===== config.mk =====
export PLATFORM = sky130hd
export DESIGN_NAME = dmr_mode_regs
export DESIGN_NICKNAME = d
export VERILOG_FILES = /design/src/logic/dmr_pkg.sv /design/src/logic/dmr_mode_regs.sv
export VERILOG_INCLUDE_DIRS = /design/src /design/src/logic
export SDC_FILE = /design/constraint.sdc
export NUM_CORES = 1
export LEC_CHECK = 0
export ABC_AREA = 1
export ABC_CLOCK_PERIOD_IN_PS = 1500
export BUFFER_PORTS_ARGS = -buffer_cell sky130_fd_sc_hd__clkbuf_2
export CAP_MARGIN = 30
export CORE_MARGIN = 8
export CORE_UTILIZATION = 51
export DETAILED_ROUTE_END_ITERATION = 8
export PLACE_DENSITY = 0.77
export SLEW_MARGIN = 25
export SYNTH_ARGS = -nofsm -noshare
export SYNTH_HDL_FRONTEND = slang
export SYNTH_SLANG_ARGS = --single-unit

===== constraint.sdc =====
create_clock -name clk_sys -period 1.5 [get_ports clk_sys]
set_input_delay 0.15 -clock clk_sys [delete_from_list [all_inputs] [get_ports clk_sys]]
set_output_delay 0.15 -clock clk_sys [all_outputs]
set_load 0.1 [all_outputs]

===== src/logic/dmr_params.svh =====
// offsets, field positions, reset values and counts of the mode register block
`ifndef DMR_PARAMS_SVH
`define DMR_PARAMS_SVH
`define DMR_OFS_MR      8'h00
`define DMR_OFS_EMR1    8'h04
`define DMR_OFS_EMR2    8'h08
`define DMR_OFS_EMR3    8'h0c
`define DMR_OFS_STATUS  8'h10
`define DMR_OFS_CTRL    8'h14
`define DMR_OFS_FLAGS   8'h18
`define DMR_CTRL_RESET  8'h01
`define DMR_BL_FOUR     3'h2
`define DMR_BL_EIGHT    3'h3
`define DMR_CL_MIN      3'h2
`define DMR_CL_MAX      3'h6
`define DMR_BIT_DLLRST  8
`define DMR_BIT_TEST    7
`define DMR_BIT_DLLDIS  0
`define DMR_BIT_DRV     1
`define DMR_BIT_DQSNDIS 10
`define DMR_BIT_REDUNDANT_READ_STROBE    11
`define DMR_BIT_FASTSR  7
`define DMR_LOCK_CYC    8'd200
`define DMR_RESP_OKAY   2'h0
`define DMR_RESP_SLVERR 2'h2
`endif


===== src/logic/dmr_pkg.sv =====
// types shared by the mode register block
package dmr_pkg;
    typedef struct packed {
        logic        csN;
        logic        rasN;
        logic        casN;
        logic        weN;
        logic [2:0]  ba;
        logic [13:0] addr;
    } dmr_cmd_t;
    typedef struct packed {
        logic        blEight;
        logic        interleave;
        logic [2:0]  casLat;
        logic        testMode;
        logic [2:0]  writeRec;
        logic        drvReduced;
        logic [1:0]  termSel;
        logic [2:0]  addLat;
        logic        dqsNDisable;
        logic        rdqsEn;
        logic        fastSelfRef;
    } dmr_cfg_t;
    typedef enum logic [2:0] {CAL_EXIT, CAL_HIGH, CAL_LOW, CAL_ADJUST, CAL_DEFAULT} dmr_cal_t;
    typedef enum logic [1:0] {DLL_OFF, DLL_IDLE, DLL_LOCKING, DLL_LOCKED} dmr_dll_t;
endpackage : dmr_pkg


===== src/logic/dmr_mode_regs.sv =====
// mode and extended mode registers with dll and driver calibration control
`timescale 1ns/10ps
`include "dmr_params.svh"
module dmr_mode_regs (
    input  wire logic              clk_sys,     // 10 MHz system clock
    input  wire logic              reset_n,     // synchronous reset
    input  wire logic              clkEn,       // freezes all state when low
    input  wire logic              cke,         // memory clock enable pin
    input  wire dmr_pkg::dmr_cmd_t cmd,         // command and address pins
    output dmr_pkg::dmr_cfg_t      cfg,         // decoded operating fields
    output logic                   dllOn,       // dll enabled
    output logic                   dllLocked,   // lock wait elapsed
    output logic                   dmEnable,    // data mask usable
    output logic [7:0]             dqOut,       // data drive value
    output logic                   dqOeN,       // data drive enable
    output logic                   dqsOut,      // true strobe value
    output logic                   dqsNOut,     // complement strobe value
    output logic                   dqsOeN,      // strobe drive enable
    input  wire logic              awvalid,     // axi write address
    output logic                   awready,     // axi
    input  wire logic [7:0]        awaddr,      // axi
    input  wire logic              wvalid,      // axi write data
    output logic                   wready,      // axi
    input  wire logic [31:0]       wdata,       // axi
    input  wire logic [3:0]        wstrb,       // axi
    output logic                   bvalid,      // axi write response
    input  wire logic              bready,      // axi
    output logic [1:0]             bresp,       // axi
    input  wire logic              arvalid,     // axi read address
    output logic                   arready,     // axi
    input  wire logic [7:0]        araddr,      // axi
    output logic                   rvalid,      // axi read data
    input  wire logic              rready,      // axi
    output logic [31:0]            rdata,       // axi
    output logic [1:0]             rresp        // axi
);
    import dmr_pkg::*;

    logic [13:0] mr, emr1, emr2, emr3;
    logic [7:0]  ctrl;
    logic [2:0]  flags;
    dmr_cal_t    calMode;
    dmr_dll_t    dllState;
    logic [7:0]  lockCnt;
    logic        selfRef;
    logic        ckePrev;
    logic        awHeld, wHeld;
    logic [7:0]  awAddrQ;
    logic [31:0] wDataQ;
    logic [3:0]  wStrbQ;

    // command decode; bank bit 2 must be low for every mode set
    // mode set pattern
    logic msCmd, msMr, msE1, msE2, msE3, srEnter, srExit, dllReset;
    assign msCmd = clkEn && cke && ctrl[0] && !cmd.csN && !cmd.rasN
                   && !cmd.casN && !cmd.weN && !cmd.ba[2];
    assign msMr = msCmd && cmd.ba[1:0] == 2'h0;
    assign msE1 = msCmd && cmd.ba[1:0] == 2'h1;
    assign msE2 = msCmd && cmd.ba[1:0] == 2'h2;
    assign msE3 = msCmd && cmd.ba[1:0] == 2'h3;
    // self refresh is a refresh command with clock enable falling
    assign srEnter = clkEn && ckePrev && !cke && !selfRef && !cmd.csN
                     && !cmd.rasN && !cmd.casN && cmd.weN;
    assign srExit = clkEn && selfRef && cke;
    assign dllReset = (msMr && cmd.addr[`DMR_BIT_DLLRST]) || srExit;

    // raw register images, kept whole for read back
    always_ff @(posedge clk_sys) begin
        if (!reset_n) begin
            mr   <= 14'h0000;
            emr1 <= 14'h0000;
            emr2 <= 14'h0000;
            emr3 <= 14'h0000;
        end else begin
            if (msMr) mr <= cmd.addr;
            if (msE1) emr1 <= cmd.addr;
            if (msE2) emr2 <= cmd.addr;
            if (msE3) emr3 <= cmd.addr;
        end
    end

    // decoded fields; unsupported burst codes still load so software sees them
    always_ff @(posedge clk_sys) begin
        if (!reset_n) begin
            cfg <= '0;
        end else begin
            if (msMr) begin
                cfg.blEight    <= cmd.addr[2:0] == `DMR_BL_EIGHT;
                cfg.interleave <= cmd.addr[3];
                cfg.casLat     <= cmd.addr[6:4];
                cfg.testMode   <= cmd.addr[`DMR_BIT_TEST];
                cfg.writeRec   <= cmd.addr[11:9];
            end
            if (msE1) begin
                cfg.drvReduced  <= cmd.addr[`DMR_BIT_DRV];
                cfg.termSel     <= {cmd.addr[6], cmd.addr[2]};
                cfg.addLat      <= cmd.addr[5:3];
                cfg.dqsNDisable <= cmd.addr[`DMR_BIT_DQSNDIS];
                cfg.rdqsEn      <= cmd.addr[`DMR_BIT_REDUNDANT_READ_STROBE];
            end
            if (msE2) cfg.fastSelfRef <= cmd.addr[`DMR_BIT_FASTSR];
        end
    end

    // mask off while redundant strobe on
    always_ff @(posedge clk_sys) begin
        if (!reset_n) dmEnable <= 1'b1;
        else if (msE1) dmEnable <= !cmd.addr[`DMR_BIT_REDUNDANT_READ_STROBE];
    end

    // self refresh tracking from the clock enable pin
    always_ff @(posedge clk_sys) begin
        if (!reset_n) begin
            selfRef <= 1'b0;
            ckePrev <= 1'b0;
        end else if (clkEn) begin
            ckePrev <= cke;
            if (srEnter) selfRef <= 1'b1;
            else if (srExit) selfRef <= 1'b0;
        end
    end

    // dll state; an enable write alone does not lock, a reset is needed
    always_ff @(posedge clk_sys) begin
        if (!reset_n) begin
            dllState <= DLL_OFF;
            lockCnt  <= 8'h00;
        end else if (clkEn) begin
            case (dllState)
                DLL_OFF: begin
                    if (msE1 && !cmd.addr[`DMR_BIT_DLLDIS]) dllState <= DLL_IDLE;
                    if (srExit) begin
                        dllState <= DLL_LOCKING;
                        lockCnt  <= 8'h00;
                    end
                end
                DLL_IDLE, DLL_LOCKING, DLL_LOCKED: begin
                    if (dllState == DLL_LOCKING) begin
                        lockCnt <= lockCnt + 8'h01;
                        if (lockCnt == `DMR_LOCK_CYC - 8'd1) dllState <= DLL_LOCKED;
                    end
                    if (dllReset) begin
                        dllState <= DLL_LOCKING;
                        lockCnt  <= 8'h00;
                    end
                    if (srEnter || (msE1 && cmd.addr[`DMR_BIT_DLLDIS])) dllState <= DLL_OFF;
                end
                default: dllState <= DLL_OFF;
            endcase
        end
    end

    // registered dll outputs follow the state
    always_ff @(posedge clk_sys) begin
        if (!reset_n) begin
            dllOn     <= 1'b0;
            dllLocked <= 1'b0;
        end else if (clkEn) begin
            dllOn     <= dllState != DLL_OFF;
            dllLocked <= dllState == DLL_LOCKED;
        end
    end

    // calibration code decode; reserved codes keep the current mode
    always_ff @(posedge clk_sys) begin
        if (!reset_n) begin
            calMode <= CAL_EXIT;
        end else if (msE1) begin
            case (cmd.addr[9:7])
                3'h0: calMode <= CAL_EXIT;
                3'h1: calMode <= CAL_HIGH;
                3'h2: calMode <= CAL_LOW;
                3'h4: calMode <= CAL_ADJUST;
                3'h7: calMode <= CAL_DEFAULT;
                default: calMode <= calMode;
            endcase
        end
    end

    // forced pin levels; enables are low while driving
    always_ff @(posedge clk_sys) begin
        if (!reset_n) begin
            dqOut   <= 8'h00;
            dqOeN   <= 1'b1;
            dqsOut  <= 1'b0;
            dqsNOut <= 1'b1;
            dqsOeN  <= 1'b1;
        end else if (clkEn) begin
            dqOut   <= {8{calMode == CAL_HIGH}};
            dqsOut  <= calMode == CAL_HIGH;
            dqsNOut <= calMode != CAL_HIGH;
            dqOeN   <= !(calMode == CAL_HIGH || calMode == CAL_LOW);
            dqsOeN  <= !(calMode == CAL_HIGH || calMode == CAL_LOW);
        end
    end

    // sticky error flags, set wins over a software clear
    logic [2:0] flagSet, flagClr;
    assign flagSet = {msCmd == 1'b0 && clkEn && cke && !ctrl[0] && !cmd.csN
                      && !cmd.rasN && !cmd.casN && !cmd.weN,
                      msMr && (cmd.addr[6:4] < `DMR_CL_MIN || cmd.addr[6:4] > `DMR_CL_MAX),
                      msMr && cmd.addr[2:0] != `DMR_BL_FOUR
                           && cmd.addr[2:0] != `DMR_BL_EIGHT};
    assign flagClr = (bvalid == 1'b0 && awHeld && wHeld && awAddrQ == `DMR_OFS_FLAGS
                      && wStrbQ[0]) ? wDataQ[2:0] : 3'h0;
    always_ff @(posedge clk_sys) begin
        if (!reset_n) flags <= 3'h0;
        else if (clkEn) flags <= flagSet | (flags & ~flagClr);
    end

    // axi write: address and data taken in either order, answer once both held
    logic wrGo, wrMapped;
    assign wrGo = clkEn && awHeld && wHeld && !bvalid;
    assign wrMapped = awAddrQ <= `DMR_OFS_FLAGS && awAddrQ[1:0] == 2'h0;
    always_ff @(posedge clk_sys) begin
        if (!reset_n) begin
            awHeld <= 1'b0;
            wHeld  <= 1'b0;
            awready <= 1'b1;
            wready  <= 1'b1;
            bvalid  <= 1'b0;
            bresp   <= `DMR_RESP_OKAY;
            awAddrQ <= 8'h00;
            wDataQ  <= 32'h0000_0000;
            wStrbQ  <= 4'h0;
        end else if (clkEn) begin
            if (awvalid && awready) begin
                awHeld  <= 1'b1;
                awready <= 1'b0;
                awAddrQ <= awaddr;
            end
            if (wvalid && wready) begin
                wHeld  <= 1'b1;
                wready <= 1'b0;
                wDataQ <= wdata;
                wStrbQ <= wstrb;
            end
            if (wrGo) begin
                bvalid <= 1'b1;
                bresp  <= wrMapped ? `DMR_RESP_OKAY : `DMR_RESP_SLVERR;
            end
            if (bvalid && bready) begin
                bvalid  <= 1'b0;
                awHeld  <= 1'b0;
                wHeld   <= 1'b0;
                awready <= 1'b1;
                wready  <= 1'b1;
            end
        end
    end

    // control register; bit 0 lets mode set commands through
    always_ff @(posedge clk_sys) begin
        if (!reset_n) ctrl <= `DMR_CTRL_RESET;
        else if (wrGo && awAddrQ == `DMR_OFS_CTRL && wStrbQ[0]) ctrl <= wDataQ[7:0];
    end

    // axi read: one cycle from address to data
    logic [31:0] rdMux;
    logic        rdHit;
    always_comb begin
        rdHit = 1'b1;
        case (araddr)
            `DMR_OFS_MR:     rdMux = {18'h0, mr};
            `DMR_OFS_EMR1:   rdMux = {18'h0, emr1};
            `DMR_OFS_EMR2:   rdMux = {18'h0, emr2};
            `DMR_OFS_EMR3:   rdMux = {18'h0, emr3};
            `DMR_OFS_STATUS: rdMux = {25'h0, selfRef, calMode, dllState, dllLocked};
            `DMR_OFS_CTRL:   rdMux = {24'h0, ctrl};
            `DMR_OFS_FLAGS:  rdMux = {29'h0, flags};
            default: begin
                rdMux = 32'h0000_0000;
                rdHit = 1'b0;
            end
        endcase
    end
    always_ff @(posedge clk_sys) begin
        if (!reset_n) begin
            arready <= 1'b1;
            rvalid  <= 1'b0;
            rdata   <= 32'h0000_0000;
            rresp   <= `DMR_RESP_OKAY;
        end else if (clkEn) begin
            if (arvalid && arready) begin
                arready <= 1'b0;
                rvalid  <= 1'b1;
                rdata   <= rdMux;
                rresp   <= rdHit ? `DMR_RESP_OKAY : `DMR_RESP_SLVERR;
            end else if (rvalid && rready) begin
                rvalid  <= 1'b0;
                arready <= 1'b1;
            end
        end
    end
endmodule : dmr_mode_regs


==> results <==
- The run finished with clean final reports.
- After floorplanning, the core was sized to cover 0.0115 sq mm.
- Entering global routing, the biggest net connects 74 pins.
- In this run the remaining antenna-violating nets after routing total 0.
- The top achievable clock speed is 0.693 GHz.
- The shortest clock period the worst path allows after layout is 1440 ps.
- Clock-pin slew was measured on the worst setup and hold paths at 60 ps.
- The count of maximum capacitance violations is 0.
- Ranked by instance count, the synthesized netlist is headed by 129 x sky130_fd_sc_hd__dfxtp_1, 123 x sky130_fd_sc_hd__nand2_1, 102 x sky130_fd_sc_hd__a21oi_1.
- The switching power is 2.39 mW.
- The via count of the first global-routing pass is 5738.
- The count of routing violations after the opening detailed-route iteration is 400.
- The floorplan die area is 0.0155 sq mm.
- Counting flops with a built-in enable in the synthesized netlist gives 0.
- The clock sink total is 129.
- In the final timing run, aggregate negative setup slack is 0 ps.
- The design internal power is 6.49 mW.
- Summing internal, switching and leakage power gives 8.87 mW.
- The root cell of the clock tree is sky130_fd_sc_hd__clkbuf_16.
- The count of antenna diodes in the layout is 0.
- Headroom to the max-slew limit came out at 61.6%.
- Counting along the longest clock path gives a buffer depth of 2.
- The cell family with the largest share of critical-path delay is simple AND/OR/NAND/NOR gates.
- The number of input and output port buffers inserted is 108.
- On the final layout, the worst hold slack is 4.97 ps.
- The clock network accounts for 48.4% of the total power.
- The initial utilization of the core area, before any placement, comes to 52.4%.
- The remaining design rule violation count is 0.
- The via count is 5701.
- Global routing used 20.6% of the available tracks.
- The first global-routing pass estimated 26800 um of wire.
- The synthesized netlist occupies a cell area of 0.00601 sq mm.
- The power per cell area is 1200 mW/mm^2.
- The stage delay of the slowest cell on the critical path is 340 ps.
- The sequential-to-total area share from yosys stat is 43.0%.
- The distinct cell type count after synthesis is 42.
- The first-pass detailed-route iteration total is 5.
- The layout net count is 1026.
- The net switching share of the total power is 26.9%.
- Summed over all layers, the routed wires come to 16200 um.
- The min-delay analysis places its worst path in the category primary input to register.
- The critical path goes through nand2_2, nor2_4, and2_4, nand2_1, buf_6, o21ai_0, a21oi_1.
- Summed over all layers, the global routing overflow is 0.
- Of the total power, combinational logic draws 11.7%.
- At the worst endpoint, the required time is 1800 ps.
- The number of antenna violations at the first check in global routing came to 0.
- Setup violations remaining at the end of the flow were counted as 0.
- For the pin with the worst max-slew slack, the measured transition is 578 ps.
- For the final database, setup skew stands at 8.81 ps.
- The category of the worst setup path capture point is a register.
- The later-pin clock latency in the skew report is 420 ps.
- In this run the static leakage power is 3.13 nW.
- Of all nets on the critical path, the largest fanout is 18.
- The sequential fraction of design power is 39.9%.
- STA classifies the critical path startpoint as a register.
- The count of final max-slew check failures was 0.
- The number of synthesized register bits is 129.
- The setup path with the least slack is of type register to register.
- The cell type contributing the most total cell area after synthesis is sky130_fd_sc_hd__dfxtp_1.
- The number of placed I/O pins is 156.
- The worst-path cell with the longest stage delay is sky130_fd_sc_hd__dfxtp_2.
- The most used flip-flop cell after synthesis is sky130_fd_sc_hd__dfxtp_1.
- The arrival time at the worst endpoint is 1750 ps.
- The largest vdd supply drop is 0.733 mV.
- The routed length per placed instance is 14.7 um.
- Yosys attributes the largest share of cell area to sky130_fd_sc_hd__dfxtp_1 43%, sky130_fd_sc_hd__a21oi_1 8.5%, sky130_fd_sc_hd__o21ai_0 8.2%, sky130_fd_sc_hd__nand2_1 7.7%, sky130_fd_sc_hd__buf_4 5.9%.
- Averaged over all synthesized cells, the footprint is 7.29 sq um.
- The share of the clock period used by the worst path is 96.2%.
- The number of hold violations in the final report is 0.
- The synthesized instance count is 825.
- The congestion estimate from routability-driven global placement came to 0.865.
- The number of warning messages in the yosys log is 0.
- The area share of the largest cell type after synthesis is 43.0%.
- The number of clock buffers added by TritonCTS is 17.
- In the final layout, the share of cells above drive strength 1 is 25.5%.
- The proportion of register bits with asynchronous set or reset after synthesis is 0%.
- Compared with the post-synthesis result, the final layout area differs by 23.3%.
- The die is 125 um wide.
- Counting both buffers and inverters, the worst setup path holds a total of 1.
- The floorplan step set the die height to 125 um.
- After detailed routing, the number of vias per cell comes to 5.19.
- The cell with the most instances after synthesis is sky130_fd_sc_hd__dfxtp_1.
- CTS built an H-tree with a depth of 4.
- TritonCTS built the clock tree.
- The initialized floorplan defines 39 standard-cell rows.
- Detailed placement ended at an HPWL of 11500 um.
-- tightest hold or removal path, stage by stage --
cell	delay [ps]
sky130_fd_sc_hd__clkbuf_2	70
sky130_fd_sc_hd__o21ai_0	70
sky130_fd_sc_hd__a21oi_1	100
-- timing repair --
item                       in CTS  in global routing
resized for setup               1                 23
hold buffers                    0                  0
pin swaps                       0                  8
buffers inserted                0                  3
setup endpoints to repair       7                 38
-- cell families (layout without fill, tap and decap cells) --
family	after synthesis	in the layout	synth area share, %
buffers and inverters	176	288	14.4
other	1	20	0.0624
XOR/XNOR	1	1	0.146
AO/OA/AOI/OAI	224	224	19.4
adder cells (fa/ha/maj)	1	1	0.208
AND/OR/NAND/NOR	293	293	22.8
flip-flops	129	129	43.0
-- state kept, by name (all words and copies together) (netlist names), 2 cells and up --
name and cells:
calMode 3, ctrl 8, awAddrQ 8, lockCnt 8, wDataQ 8, rdata 14
emr2 14, emr1 14, dllState 2, emr3 14, flags 3, mr 14
-- metal layers --
metal,track usage (%),up-vias,part of all wire (%)
li1,-,2872,-
met1,23.4,2596,42
met2,34.6,196,49
met3,6.34,37,6.3
met4,9.92,0,2.7
met5,0,-,0
-- layout by cell type (no fill, tap or decap), types with 5 or more instances in the layout --
master and n:
sky130_fd_sc_hd__a21oi_1 102, sky130_fd_sc_hd__buf_4 43, sky130_fd_sc_hd__clkbuf_16 17, sky130_fd_sc_hd__clkbuf_2 106
sky130_fd_sc_hd__conb_1 20, sky130_fd_sc_hd__dfxtp_1 119, sky130_fd_sc_hd__dfxtp_2 10, sky130_fd_sc_hd__inv_1 89
sky130_fd_sc_hd__inv_2 8, sky130_fd_sc_hd__nand2_1 120, sky130_fd_sc_hd__nand2_2 5, sky130_fd_sc_hd__nand3_1 50
sky130_fd_sc_hd__nand3_2 6, sky130_fd_sc_hd__nand4_1 7, sky130_fd_sc_hd__nor2_1 76, sky130_fd_sc_hd__nor3_1 6
sky130_fd_sc_hd__o21ai_0 96, sky130_fd_sc_hd__o21ai_1 15
-- power groups by stage --
stage                     Clock, mW  Combinational, mW  Sequential [mW]
after global routing           4.49               1.11             3.55
after detailed placement          0               1.01             3.61
after global placement            0               1.00             3.61
after CTS                      4.32               1.02             3.54
after floorplan                   0              0.672             3.73
final                          4.30               1.04             3.54
-- final timing paths --
path                                start          to  slack, ps  cells past startpoint
worst max-delay path              ctrl[0]       mr[3]         60                      7
worst min-delay path            awaddr[0]  awAddrQ[0]          5                      3
worst max register to register    ctrl[0]       mr[3]         60                      7
worst min register to register  wDataQ[7]   wDataQ[7]        440                      2
-- layout make-up --
type | instances | area, sq um
fill | 1010 | 4060
multi-input combinational | 539 | 2680
timing repair buffer | 156 | 955
tap | 143 | 179
clock inverter | 11 | 153
clock buffer | 21 | 470
inverter | 100 | 380
sequential | 129 | 2590
-- stage by stage --
step | setup WS, ps | util (%) | instances | instance area [sq um]
finish | 56.5 | 64.6 | 1099 | 7410
global route | -37.2 | 64.6 | 1099 | 7410
CTS | 25.0 | 64.0 | 1096 | 7340
detailed placement | -16.1 | 58.5 | 1064 | 6710
floorplan | 30.0 | - | 844 | 6090
global placement | 32.2 | 58.5 | 1064 | 6710
Power figures use the tool's default switching activity.
